## src/ctx_pkg.sv

```systemverilog
// constants, types and decode helpers for the cycle timing and external move block
//
// Function
// - machine cycle is four clock states, first to fourth
// - both clock edges time internal operations
// - one opcode byte fetched per machine cycle
// - exactly half of all opcodes single cycle
// - some one-byte opcodes take two cycles
// - other instructions take three, four or five cycles
// - external move lasts two to nine cycles
// - strobe lengthens with the stretch value
// - external move reads or writes external data space
// - indirect form low byte from work register
// - indirect form high byte from port two
// - pointer form address from selected pointer
// - two pointers, select bit zero at 86h
// - other select register bits read zero
// - select zero primary, one secondary pointer
// - increment on select register toggles pointer
// - opcode fetch cycle, then address and access
// - stretch field gives 2..9 cycles, default one
// - stretch affects only the external move
package ctx_pkg;

  // ************************************************************
  // clock states and timing
  // ************************************************************
  typedef enum logic [1:0] {CTX_FIRST, CTX_SECOND, CTX_THIRD, CTX_FOURTH} ctx_clk_state_e;
  localparam int CTX_STATES_PER_CYCLE = 4;
  localparam logic [3:0] CTX_XMOVE_BASE_CYCLES = 4'h2;
  localparam logic [4:0] CTX_STRETCH0_STROBE = 5'h02;
  localparam logic [2:0] CTX_STRETCH_RST = 3'h1;

  // ************************************************************
  // register indexes (byte address is four times the index)
  // ************************************************************
  localparam int CTX_AW = 12;
  localparam logic [9:0] CTX_IDX_DPS = 10'h086;
  localparam logic [9:0] CTX_IDX_CLKCTL = 10'h0C0;
  localparam logic [9:0] CTX_IDX_DP0 = 10'h0C1;
  localparam logic [9:0] CTX_IDX_DP1 = 10'h0C2;
  localparam logic [9:0] CTX_IDX_PORT2 = 10'h0C3;
  localparam logic [9:0] CTX_IDX_WREG = 10'h0C4;
  localparam logic [9:0] CTX_IDX_ACC = 10'h0C5;
  localparam logic [9:0] CTX_IDX_CMD = 10'h0C6;
  localparam logic [9:0] CTX_IDX_STATUS = 10'h0C7;
  localparam logic [7:0] CTX_DPS_RST = 8'h00;
  localparam logic [7:0] CTX_DPS_SFR_ADDR = 8'h86;

  // ************************************************************
  // opcodes that the block acts on
  // ************************************************************
  localparam logic [7:0] CTX_OP_INC_DIR = 8'h05;
  localparam logic [7:0] CTX_OP_DEC_DIR = 8'h15;
  localparam logic [7:0] CTX_OP_MOV_DIR_IMM = 8'h75;
  localparam logic [7:0] CTX_OP_MOV_PTR_IMM = 8'h90;
  localparam logic [7:0] CTX_OP_INC_PTR = 8'hA3;

  // word index of an aligned byte address
  function automatic logic [9:0] ctx_reg_idx(input logic [CTX_AW-1:0] addr);
    ctx_reg_idx = addr[CTX_AW-1:2];
  endfunction : ctx_reg_idx

  // strobe width in clocks for a stretch value
  function automatic logic [4:0] ctx_strobe_width(input logic [2:0] stretch);
    ctx_strobe_width = (stretch == 3'h0) ? CTX_STRETCH0_STROBE : {stretch, 2'b00};
  endfunction : ctx_strobe_width

endpackage : ctx_pkg

```

## src/ctx_seq_if.sv

```systemverilog
// clock state sequence shared between the phase generator and the core
`timescale 1ns/1ps
`default_nettype none
interface ctx_seq_if;
  ctx_pkg::ctx_clk_state_e clk_state;
  logic cycle_last;
  modport gen (output clk_state, output cycle_last);
  modport core (input clk_state, input cycle_last);
endinterface : ctx_seq_if
`default_nettype wire

```

## src/ctx_op_decode.sv

```systemverilog
// per opcode machine cycle count and external move decode
`timescale 1ns/1ps
`default_nettype none
module ctx_op_decode (
  input wire logic [7:0] opcode,
  input wire logic [2:0] stretch,
  output logic [3:0] mc_total,
  output logic is_xmove,
  output logic xmove_write,
  output logic xmove_ptr,
  output logic ri_sel
);

  localparam logic [3:0] CTX_BASE = ctx_pkg::CTX_XMOVE_BASE_CYCLES;

  // external move opcodes: E0/E2/E3 read, F0/F2/F3 write
  always_comb
  begin
    is_xmove = (opcode[7:5] == 3'b111) && (opcode[3:2] == 2'b00) && (opcode[1:0] != 2'b01);
    xmove_write = opcode[4];
    xmove_ptr = (opcode[1:0] == 2'b00);
    ri_sel = opcode[0];
  end

  // cycle class per opcode, not derived from length alone
  always_comb
  begin
    if (opcode[3])
      mc_total = 4'h1; // register forms, 128 opcodes
    else if (is_xmove)
      mc_total = CTX_BASE + {1'b0, stretch};
    else
    begin
      case (opcode)
        8'h22, 8'h32, 8'h83, 8'h93, 8'hA3: mc_total = 4'h2;
        8'h12: mc_total = 4'h4;
        8'h84, 8'hA4: mc_total = 4'h5;
        8'h90: mc_total = 4'h3;
        default: mc_total = (opcode[1:0] == 2'b11) ? 4'h3 : 4'h2;
      endcase
    end
  end

endmodule : ctx_op_decode
`default_nettype wire

```

## src/ctx_phase_gen.sv

```systemverilog
// four state machine cycle sequencer
`timescale 1ns/1ps
`default_nettype none
module ctx_phase_gen (
  input wire logic sys_clk,
  input wire logic resetn,
  ctx_seq_if.gen seq
);

  ctx_pkg::ctx_clk_state_e state_reg;
  ctx_pkg::ctx_clk_state_e state_next;

  // step through the four states, wrapping after the fourth
  always_comb
  begin
    case (state_reg)
      ctx_pkg::CTX_FIRST: state_next = ctx_pkg::CTX_SECOND;
      ctx_pkg::CTX_SECOND: state_next = ctx_pkg::CTX_THIRD;
      ctx_pkg::CTX_THIRD: state_next = ctx_pkg::CTX_FOURTH;
      default: state_next = ctx_pkg::CTX_FIRST;
    endcase
  end

  always_ff @(posedge sys_clk or negedge resetn)
  begin
    if (!resetn)
      state_reg <= ctx_pkg::CTX_FIRST;
    else
      state_reg <= state_next;
  end

  assign seq.clk_state = state_reg;
  assign seq.cycle_last = (state_reg == ctx_pkg::CTX_FOURTH);

endmodule : ctx_phase_gen
`default_nettype wire

```

## src/ctx_top.sv

```systemverilog
// instruction cycle timing and external data move addressing with apb registers
`timescale 1ns/1ps
`default_nettype none
module ctx_top (
  input wire logic sys_clk,
  input wire logic resetn,
  input wire logic psel,
  input wire logic penable,
  input wire logic pwrite,
  input wire logic [ctx_pkg::CTX_AW-1:0] paddr,
  input wire logic [31:0] pwdata,
  output logic [31:0] prdata,
  output logic pready,
  output logic pslverr,
  output logic [15:0] ext_addr,
  input wire logic [7:0] ext_data_in,
  output logic [7:0] ext_data_out,
  output logic ext_data_oe,
  output logic ext_rd_n,
  output logic ext_wr_n,
  output logic [1:0] clock_state,
  output logic busy
);

  // ************************************************************
  // sequencer and decoder
  // ************************************************************
  ctx_seq_if seq ();

  ctx_phase_gen u_phase (
    .sys_clk(sys_clk),
    .resetn(resetn),
    .seq(seq)
  );

  typedef enum logic [1:0] {CTX_IDLE, CTX_ARM, CTX_RUN} ctx_exec_e;

  ctx_exec_e st_reg, st_next;
  logic [7:0] op_reg, op_next;
  logic [15:0] operand_reg, operand_next;
  logic [3:0] mc_left_reg, mc_left_next;
  logic [3:0] mc_idx_reg, mc_idx_next;
  logic [4:0] strobe_reg, strobe_next;
  logic rd_n_reg, rd_n_next, wr_n_reg, wr_n_next, oe_reg, oe_next;
  logic [15:0] addr_reg, addr_next;
  logic [7:0] wdata_reg, wdata_next;
  logic retire;
  logic [3:0] mc_total;
  logic is_xmove, xmove_write, xmove_ptr, ri_sel;

  // register file state
  logic [2:0] stretch_reg, stretch_next;
  logic dps_reg, dps_next;
  logic [15:0] dp0_reg, dp0_next, dp1_reg, dp1_next;
  logic [7:0] port2_reg, port2_next, acc_reg, acc_next;
  logic [1:0] bank_reg, bank_next;
  logic [7:0] wreg_mem [0:7];
  logic [7:0] wreg_next [0:7];

  ctx_op_decode u_decode (
    .opcode(op_reg),
    .stretch(stretch_reg),
    .mc_total(mc_total),
    .is_xmove(is_xmove),
    .xmove_write(xmove_write),
    .xmove_ptr(xmove_ptr),
    .ri_sel(ri_sel)
  );

  // ************************************************************
  // apb decode
  // ************************************************************
  logic [9:0] idx;
  logic acc_phase, wr_en, known, cmd_refused;
  logic [15:0] sel_ptr;

  always_comb
  begin
    idx = ctx_pkg::ctx_reg_idx(paddr);
    acc_phase = psel && penable;
    case (idx)
      ctx_pkg::CTX_IDX_DPS, ctx_pkg::CTX_IDX_CLKCTL, ctx_pkg::CTX_IDX_DP0,
      ctx_pkg::CTX_IDX_DP1, ctx_pkg::CTX_IDX_PORT2, ctx_pkg::CTX_IDX_WREG,
      ctx_pkg::CTX_IDX_ACC, ctx_pkg::CTX_IDX_CMD, ctx_pkg::CTX_IDX_STATUS: known = 1'b1;
      default: known = 1'b0;
    endcase
    cmd_refused = pwrite && (idx == ctx_pkg::CTX_IDX_CMD) && (st_reg != CTX_IDLE);
    wr_en = acc_phase && pwrite && known && !cmd_refused;
    sel_ptr = dps_reg ? dp1_reg : dp0_reg;
  end

  assign pready = 1'b1;
  assign pslverr = acc_phase && (!known || cmd_refused);

  // read data mux, unused bits read zero
  always_comb
  begin
    prdata = 32'h0000_0000;
    if (acc_phase && !pwrite)
    begin
      case (idx)
        ctx_pkg::CTX_IDX_DPS: prdata = {31'h0000_0000, dps_reg};
        ctx_pkg::CTX_IDX_CLKCTL: prdata = {29'h0000_0000, stretch_reg};
        ctx_pkg::CTX_IDX_DP0: prdata = {16'h0000, dp0_reg};
        ctx_pkg::CTX_IDX_DP1: prdata = {16'h0000, dp1_reg};
        ctx_pkg::CTX_IDX_PORT2: prdata = {24'h00_0000, port2_reg};
        ctx_pkg::CTX_IDX_WREG: prdata = {14'h0000, bank_reg,
                                         wreg_mem[{bank_reg, 1'b1}], wreg_mem[{bank_reg, 1'b0}]};
        ctx_pkg::CTX_IDX_ACC: prdata = {24'h00_0000, acc_reg};
        ctx_pkg::CTX_IDX_CMD: prdata = {8'h00, operand_reg, op_reg};
        ctx_pkg::CTX_IDX_STATUS: prdata = {20'h0_0000, mc_idx_reg, mc_left_reg,
                                           !rd_n_reg || !wr_n_reg, busy, seq.clk_state};
        default: prdata = 32'h0000_0000;
      endcase
    end
  end

  // ************************************************************
  // execution sequencing
  // ************************************************************
  always_comb
  begin
    st_next = st_reg;
    op_next = op_reg;
    operand_next = operand_reg;
    mc_left_next = mc_left_reg;
    mc_idx_next = mc_idx_reg;
    strobe_next = (strobe_reg != 5'h00) ? strobe_reg - 5'h01 : 5'h00;
    addr_next = addr_reg;
    wdata_next = wdata_reg;
    oe_next = oe_reg;
    retire = 1'b0;
    case (st_reg)
      CTX_IDLE:
      begin
        if (wr_en && (idx == ctx_pkg::CTX_IDX_CMD))
        begin
          op_next = pwdata[7:0];
          operand_next = pwdata[23:8];
          st_next = CTX_ARM;
        end
      end
      CTX_ARM:
      begin
        // instructions start on a machine cycle boundary
        if (seq.cycle_last)
        begin
          st_next = CTX_RUN;
          mc_left_next = mc_total;
          mc_idx_next = 4'h0;
        end
      end
      CTX_RUN:
      begin
        // address for the access cycle after the fetch cycle
        if (is_xmove && seq.cycle_last && (mc_idx_reg == 4'h0))
        begin
          addr_next = xmove_ptr ? sel_ptr
                                : {port2_reg, wreg_mem[{bank_reg, ri_sel}]};
          wdata_next = acc_reg;
          oe_next = xmove_write;
        end
        // strobe starts in the second state of the access cycle
        if (is_xmove && (mc_idx_reg == 4'h1) && (seq.clk_state == ctx_pkg::CTX_FIRST))
          strobe_next = ctx_pkg::ctx_strobe_width(stretch_reg);
        if (seq.cycle_last)
        begin
          mc_idx_next = mc_idx_reg + 4'h1;
          mc_left_next = mc_left_reg - 4'h1;
          if (mc_left_reg == 4'h1)
          begin
            retire = 1'b1;
            oe_next = 1'b0;
            st_next = CTX_IDLE;
          end
        end
      end
      default: st_next = CTX_IDLE;
    endcase
    rd_n_next = !((strobe_next != 5'h00) && !xmove_write);
    wr_n_next = !((strobe_next != 5'h00) && xmove_write);
  end

  always_ff @(posedge sys_clk or negedge resetn)
  begin
    if (!resetn)
    begin
      st_reg <= CTX_IDLE;
      op_reg <= 8'h00;
      operand_reg <= 16'h0000;
      mc_left_reg <= 4'h0;
      mc_idx_reg <= 4'h0;
      strobe_reg <= 5'h00;
      rd_n_reg <= 1'b1;
      wr_n_reg <= 1'b1;
      oe_reg <= 1'b0;
      addr_reg <= 16'h0000;
      wdata_reg <= 8'h00;
    end
    else
    begin
      st_reg <= st_next;
      op_reg <= op_next;
      operand_reg <= operand_next;
      mc_left_reg <= mc_left_next;
      mc_idx_reg <= mc_idx_next;
      strobe_reg <= strobe_next;
      rd_n_reg <= rd_n_next;
      wr_n_reg <= wr_n_next;
      oe_reg <= oe_next;
      addr_reg <= addr_next;
      wdata_reg <= wdata_next;
    end
  end

  // ************************************************************
  // read data path: pin sync, falling edge capture
  // ************************************************************
  logic [7:0] din_meta_reg, din_sync_reg, din_fall_reg;

  always_ff @(posedge sys_clk or negedge resetn)
  begin
    if (!resetn)
    begin
      din_meta_reg <= 8'h00;
      din_sync_reg <= 8'h00;
    end
    else
    begin
      din_meta_reg <= ext_data_in;
      din_sync_reg <= din_meta_reg;
    end
  end

  // sample mid way through the last strobe clock
  always_ff @(negedge sys_clk or negedge resetn)
  begin
    if (!resetn)
      din_fall_reg <= 8'h00;
    else if ((strobe_reg == 5'h01) && !xmove_write)
      din_fall_reg <= din_sync_reg;
  end

  // ************************************************************
  // register file and instruction effects
  // ************************************************************
  always_comb
  begin
    stretch_next = stretch_reg;
    dps_next = dps_reg;
    dp0_next = dp0_reg;
    dp1_next = dp1_reg;
    port2_next = port2_reg;
    acc_next = acc_reg;
    bank_next = bank_reg;
    for (int i = 0; i < 8; i++)
      wreg_next[i] = wreg_mem[i];
    if (wr_en)
    begin
      case (idx)
        ctx_pkg::CTX_IDX_DPS: dps_next = pwdata[0];
        ctx_pkg::CTX_IDX_CLKCTL: stretch_next = pwdata[2:0];
        ctx_pkg::CTX_IDX_DP0: dp0_next = pwdata[15:0];
        ctx_pkg::CTX_IDX_DP1: dp1_next = pwdata[15:0];
        ctx_pkg::CTX_IDX_PORT2: port2_next = pwdata[7:0];
        ctx_pkg::CTX_IDX_ACC: acc_next = pwdata[7:0];
        ctx_pkg::CTX_IDX_WREG:
        begin
          bank_next = pwdata[17:16];
          wreg_next[{pwdata[17:16], 1'b0}] = pwdata[7:0];
          wreg_next[{pwdata[17:16], 1'b1}] = pwdata[15:8];
        end
        default: acc_next = acc_reg;
      endcase
    end
    // read data lands when the strobe ends
    if ((strobe_reg == 5'h01) && !xmove_write)
      acc_next = din_fall_reg;
    // instruction results win over a same cycle bus write
    if (retire)
    begin
      case (op_reg)
        ctx_pkg::CTX_OP_INC_DIR, ctx_pkg::CTX_OP_DEC_DIR:
          if (operand_reg[7:0] == ctx_pkg::CTX_DPS_SFR_ADDR)
            dps_next = !dps_reg;
        ctx_pkg::CTX_OP_MOV_DIR_IMM:
          if (operand_reg[7:0] == ctx_pkg::CTX_DPS_SFR_ADDR)
            dps_next = operand_reg[8];
        ctx_pkg::CTX_OP_MOV_PTR_IMM:
          if (dps_reg)
            dp1_next = {operand_reg[7:0], operand_reg[15:8]};
          else
            dp0_next = {operand_reg[7:0], operand_reg[15:8]};
        ctx_pkg::CTX_OP_INC_PTR:
          if (dps_reg)
            dp1_next = dp1_reg + 16'h0001;
          else
            dp0_next = dp0_reg + 16'h0001;
        default: dps_next = dps_next;
      endcase
    end
  end

  always_ff @(posedge sys_clk or negedge resetn)
  begin
    if (!resetn)
    begin
      stretch_reg <= ctx_pkg::CTX_STRETCH_RST;
      dps_reg <= ctx_pkg::CTX_DPS_RST[0];
      dp0_reg <= 16'h0000;
      dp1_reg <= 16'h0000;
      port2_reg <= 8'hFF;
      acc_reg <= 8'h00;
      bank_reg <= 2'h0;
      for (int i = 0; i < 8; i++)
        wreg_mem[i] <= 8'h00;
    end
    else
    begin
      stretch_reg <= stretch_next;
      dps_reg <= dps_next;
      dp0_reg <= dp0_next;
      dp1_reg <= dp1_next;
      port2_reg <= port2_next;
      acc_reg <= acc_next;
      bank_reg <= bank_next;
      for (int i = 0; i < 8; i++)
        wreg_mem[i] <= wreg_next[i];
    end
  end

  // ************************************************************
  // outputs
  // ************************************************************
  assign ext_addr = addr_reg;
  assign ext_data_out = wdata_reg;
  assign ext_data_oe = oe_reg;
  assign ext_rd_n = rd_n_reg;
  assign ext_wr_n = wr_n_reg;
  assign clock_state = seq.clk_state;
  assign busy = (st_reg != CTX_IDLE);

endmodule : ctx_top
`default_nettype wire

```

## config.mk

```make
export PLATFORM = sky130hd
export DESIGN_NAME = ctx_top
export DESIGN_NICKNAME = d
export VERILOG_FILES = /design/src/ctx_pkg.sv /design/src/ctx_seq_if.sv /design/src/ctx_op_decode.sv /design/src/ctx_phase_gen.sv /design/src/ctx_top.sv
export SDC_FILE = /design/constraint.sdc
export NUM_CORES = 1
export LEC_CHECK = 0
export ABC_AREA = 1
export BUFFER_PORTS_ARGS = -buffer_cell sky130_fd_sc_hd__buf_2
export CORE_MARGIN = 5
export CORE_UTILIZATION = 50
export DETAILED_ROUTE_END_ITERATION = 10
export MAX_ROUTING_LAYER = met4
export PLACE_DENSITY = 0.69
export SLEW_MARGIN = 0
export SYNTH_ARGS = -nofsm -noshare
export SYNTH_HDL_FRONTEND = slang
export SYNTH_HIERARCHICAL = 1
export SYNTH_SLANG_ARGS = --single-unit
```

## constraint.sdc

```tcl
create_clock -name sys_clk -period 2.8 [get_ports sys_clk]
set_input_delay 0.28 -clock sys_clk [delete_from_list [all_inputs] [get_ports sys_clk]]
set_output_delay 0.28 -clock sys_clk [all_outputs]
set_load 0.02 [all_outputs]
```

==> reports/qor.csv, run 1 <==
metric;value;unit
clock-sinks;210;
avgSynthCellArea;7.158;um^2
fmax;362.0;MHz
drtIter0Drc;1615;
clock-skew-final;0.01210;ns
final_core_util;59.06;%
path_clk_slew;0.06;ns
grt_usage;33.65;%
tightest_slew;0.8464;ns
largest_register_ffs;64;
final_cells;2185;
peakVddDrop;0.5033;mV
synth_flop_cell;dfrtp_1;
synth_most_common_cell;nand2_1;
initial_utilization;50.83;%
required;2.52;ns
path_buf_inv;3;
ys_ff_latch;210;
gp_congestion;1.046;
drc;0;
end_kind;output pin;
die_h;167.2;um
io_pins;121;
top_usage_layer;met2;
syn_inst;1727;
p_per_area;462.3;nW/um^2
yosysTopAreaCell;dfrtp_1;
nets;1914;
max_slew_margin;43.57;%
cts_root_buffer;clkbuf_16;
grt_pass1_vias;12120;
cp_max_fo;28;
use_met1;47.70;%
dieArea;27970;um^2
layout_min_cycle_time;2.763;ns
cts_max_path_buffers;3;
yosys-top-cells-area;dfrtp_1 (39%), nand2_1 (13%), o21ai_0 (8.6%);
grt-ovfl-total;0;
num_rows;57;
cts_max_level;1;
placed_area;13350;um^2
viasPerCell;5.923;
worstHoldPathType;in -> reg;
cts_tree;built;
met3_usage;5.163;%
yosys_warnings;6;
cp_slowest_stage_delay;0.44;ns
power.leakage;0.006981;uW
syn_to_final_growth;16.19;%
synth_top_area_share;38.66;%
drive_gt1_share;13.06;%
fin_setup_tns;0;ns
clock_latency;0.53;ns
numCtsBuffers;24;
grtUsageMet2;50.18;%
place_inst;2121;
synthArstFlopShare;100.0;%
grt_max_degree;142;
synth_area;12360;um^2
portBuffers;101;
design_area;14360;um^2
worstPathArrival;2.48;ns
antenna_found_initial;0;
fp.dieW;167.2;um
largest-register;wreg_mem;
crit_family;buffers and inverters;
yosysUniqueCellTypes;45;
drt_first_pass_iters;6;
core;24320;um^2
via_count;12940;
synthTopCellsByCount;nand2_1 (413), o21ai_0 (213), nor2_1 (199);
crit_slowest_cell;dfrtp_1;
yosysSeqAreaShare;42.62;%
outcome;finished, final reports clean;
fin_crit_sh;98.67;%
synth_edf_count;0;
cap_violations;0;
hold_viol;0;
setup_viol;0;
antenna_cells;0;
finalPower;6641;uW
ant_nets;0;
grt_pass1_wl;72.11;mm
slew_viol_final;0;
routed_wl;46.66;mm
post_drt_wl_per_cell;21.35;um
dpl.hpwl;33.71;mm
start_kind;flop;
criticalPathCategory;reg -> out;
crit_chain;clkinvlp_4 -> buf_12 -> o21ai_0 -> o22ai_1 -> nand2_1 -> nand3_1 -> nor2_1 -> a21oi_1 -> buf_2;
area by class of cell:
| cell class | count | area [um^2] |
|---|---|---|
| Fill cell | 2354 | 9956 |
| Multi-Input combinational cell | 1278 | 6133 |
| Sequential cell | 210 | 5269 |
| Timing Repair Buffer | 176 | 1182 |
| Clock buffer | 37 | 689.4 |
| Inverter | 153 | 581.8 |
| Tap cell | 324 | 405.4 |
| Clock inverter | 7 | 102.6 |
final timing paths:
| kind | end | slack [ns] | depth (start not counted) | startpoint |
|---|---|---|---|---|
| worst max-delay path | prdata[0] | 0.04 | 9 | bank_reg[0]$_DFFE_PN0P_ |
| worst min-delay path | dp0_reg[12]$_DFF_PN0_ | 0.04 | 3 | pwdata[12] |
| worst max register to register | din_fall_reg[3]$_DFFE_NN0P_ | 0.05 | 3 | strobe_reg[2]$_DFF_PN0_ |
| worst min register to register | din_sync_reg[2]$_DFF_PN0_ | 0.35 | 0 | din_meta_reg[2]$_DFF_PN0_ |
| max in group asynchronous | din_fall_reg[7]$_DFFE_NN0P_ | 1.05 | 2 | resetn |
| min in group asynchronous | strobe_reg[0]$_DFF_PN0_ | 0.25 | 2 | resetn |
report_power, final:
group	total [uW]	switching (uW)	internal (uW)
combinational	325	230	94.6
sequential	3110	26.2	3090
clock	3200	1320	1880
layout by cell type, fill, tap and decap left out, types with 4 or more instances in the layout:
master / count
nand3_2: 7
dfrtp_1: 191
o2111ai_1: 8
ha_1: 14
inv_1: 143
nand2_1: 413
nor2_1: 197
nand3_1: 112
dfrtn_1: 8
buf_2: 100
dlygate4sd3_1: 15
nand4_1: 26
clkbuf_1: 9
clkbuf_16: 24
a21oi_1: 96
mux2_2: 8
o21ai_1: 65
o21ai_0: 212
o221ai_1: 14
xor2_1: 5
o22ai_1: 29
nor2_2: 7
inv_2: 6
buf_4: 54
nor3b_1: 6
conb_1: 9
nor3_1: 11
clkbuf_8: 4
o211ai_1: 16
buf_12: 5
dfstp_2: 11
what timing repair did:
item                                    4_1_cts  5_1_grt
resized for setup                             1        4
pin swaps                                     0        1
endpoints found under the setup margin        9       12
setup buffers                                 0        5
gates cloned                                  0        0
endpoints found under the hold margin        30        0
hold buffers                                 15        0
routing by layer:
layer | part of all wire [%] | vias up
met1 | 43 | 6129
li1 | - | 5994
met4 | 3.9 | 0
met5 | 0 | -
met2 | 44 | 711
met3 | 9.6 | 107
worst min-delay path, stage by stage:
cell and delay (ns):
buf_2 0.10, o211ai_1 0.09, nand2_1 0.07
through the flow:
| stage | setup WS [ns] | hold WS, ns |
|---|---|---|
| 2_1_floorplan | 0.001228 | -0.01559 |
| 3_3_place_gp | 0.02598 | 0.1340 |
| 3_5_place_dp | -0.02591 | 0.1369 |
| 4_1_cts | -0.001235 | 0.03022 |
| 5_1_grt | -0.01878 | 0.03730 |
| 6_report | 0.03723 | 0.04063 |
cells by family (layout without fill, tap and decap cells):
family,Yosys count,in the layout,share of synthesized area [%]
muxes,9,9,0.8097
adders and majority gates,14,14,1.417
xor gates and xnor gates,7,7,0.4960
and+or+nand+nor,789,789,26.78
AOI/OAI and AO/OA,450,450,19.70
DFF,210,210,42.62
other,2,9,0.06075
buffers and inverters,246,373,8.117
(Power assumes the default switching activity.)
==> run 2: changes to the inputs <==
--- a/config.mk
+++ b/config.mk
@@ -7,6 +7,7 @@
 export LEC_CHECK = 0
 export ABC_AREA = 1
 export BUFFER_PORTS_ARGS = -buffer_cell sky130_fd_sc_hd__buf_2
+export CORE_ASPECT_RATIO = 0.9
 export CORE_MARGIN = 5
 export CORE_UTILIZATION = 50
 export DETAILED_ROUTE_END_ITERATION = 10
==> reports/qor.csv, run 2 (synthesis gave the netlist of run 1 again) <==
metric;value;unit
required;1.78;ns
ant_nets;0;
final_cells;2169;
worstHoldPathType;in -> reg;
num_rows;54;
crit_start;strobe_reg[1]$_DFF_PN0_;
end_kind;flop;
max_slew_margin;41.03;%
nets;1913;
tightest_slew;0.8846;ns
syn_to_final_growth;15.56;%
clock-sinks;210;
core;24320;um^2
cap_violations;0;
switching_power;1556;uW
io_pins;121;
dpl.hpwl;33.31;mm
clock-skew-final;0.02547;ns
antenna_found_initial;2;
drive_gt1_share;13.07;%
place_inst;2109;
pwr-share-seq;47.6;%
setup_ws;0.07109;ns
place_ws;0.07639;ns
final_cell_mix;nand2_1 (413), o21ai_0 (213), nor2_1 (197);
slew_viol_final;0;
p_comb_share;5.0;%
start_kind;flop;
cts_tree;built;
power_frac_clock;47.5;%
grt_pass1_vias;11920;
cp_slowest_stage_delay;0.37;ns
setup_viol;0;
fmax;369.1;MHz
crit_chain;inv_1 -> ha_1 -> nand3_2 -> mux2_2;
cts_max_level;1;
post_drt_wl_per_cell;21.18;um
routed_wl;45.93;mm
min_from;pwdata[12];
grt-ovfl-total;0;
outcome;finished, final reports clean;
path_clk_slew;0.06;ns
switching_share;23.76;%
largest-register;wreg_mem;
drc;0;
criticalPathCategory;reg -> reg;
cts_max_path_buffers;3;
grt_pass1_wl;70.83;mm
die_h;159.2;um
rsz0062_at_grt;false;
clock_latency;0.54;ns
layout_min_cycle_time;2.729;ns
initial_utilization;50.82;%
largest_register_ffs;64;
worstPathArrival;1.71;ns
seqCellArea;5270;um^2
viasPerCell;5.942;
grt_usage;33.15;%
reg2reg_from;strobe_reg[1]$_DFF_PN0_;
p_int;4993;uW
drt_first_pass_iters;6;
final_common_cell;nand2_1;
power.leakage;0.006978;uW
peakVddDrop;0.3960;mV
drtIter0Drc;1660;
dieArea;27970;um^2
gp_congestion;1.007;
crit_slowest_cell;dfrtp_1;
fin_crit_sh;97.46;%
cts_root_buffer;clkbuf_16;
multi_input_area;6138;um^2
cp_max_fo;9;
portBuffers;101;
p_per_area;458.4;nW/um^2
fin_setup_tns;0;ns
fp.dieW;175.7;um
hold_viol;0;
grt_max_degree;68;
numCtsBuffers;24;
nFillCells;2323;
via_count;12890;
[run 2: worst paths after layout]
check | cells after the start | end | slack [ns]
worst max-delay path | 4 | din_fall_reg[7]$_DFFE_NN0P_ | 0.07
worst min-delay path | 3 | dp0_reg[12]$_DFF_PN0_ | 0.03
worst max register to register | 4 | din_fall_reg[7]$_DFFE_NN0P_ | 0.07
worst min register to register | 0 | din_sync_reg[1]$_DFF_PN0_ | 0.35
max in group asynchronous | 2 | din_fall_reg[3]$_DFFE_NN0P_ | 0.87
min in group asynchronous | 2 | wreg_mem[27]$_DFFE_PN0P_ | 0.29
[run 2: critical path: cells and delay by family (launching register included)]
| kind | cells | cell delay [ns] |
|---|---|---|
| fa+ha+maj | 1 | 0.17 |
| flops | 1 | 0.37 |
| mux | 1 | 0.34 |
| simple gates | 1 | 0.21 |
| buf+inv | 1 | 0.08 |
[run 2: layout make-up]
cell class,instances,share of cell area [%]
inverters,153,4.038
diodes,2,0.03504
repair buffers,175,7.988
multi-input cells,1278,42.97
well taps,308,2.698
clock buffers,38,4.922
clock inverters,5,0.4555
flip-flops and latches,210,36.89
[run 2: through the flow]
| step | hold WS, ns | util (%) | total power [uW] | area [um^2] |
|---|---|---|---|---|
| after floorplan | -0.01559 | - | 3293 | 12410 |
| after global routing | 0.05586 | 58.73 | 6734 | 14290 |
| after global placement | 0.2299 | 54.78 | 3466 | 13330 |
| after detailed placement | 0.2304 | 54.78 | 3472 | 13330 |
| final | 0.03273 | 58.73 | 6549 | 14290 |
| after CTS | 0.02729 | 58.63 | 6558 | 14260 |
[run 2: layer usage]
metal	wire [um]	track usage [%]	vias to the layer above	share of wire, %
met2	19340	47.43	730	42
met5	0	-	-	0
met1	20140	48.14	6081	44
met3	4772	5.864	89	10
met4	1678	10.31	0	3.7
li1	-	-	5988	-
[run 2: repair_timing]
action,CTS,global route
setup buffers,0,0
endpoints found under the hold margin,61,0
hold buffers,15,0
setup endpoints to repair,2,5
gates resized for setup,3,8
pin swaps,0,1
gates cloned,0,0
[run 2: power groups by stage]
| stage | combinational (uW) | sequential [uW] | clock, uW |
|---|---|---|---|
| floorplan | 138 | 3150 | 0 |
| global placement | 300 | 3170 | 0 |
| detailed placement | 304 | 3170 | 0 |
| CTS | 321 | 3110 | 3120 |
| global route | 356 | 3120 | 3260 |
| finish | 325 | 3110 | 3110 |
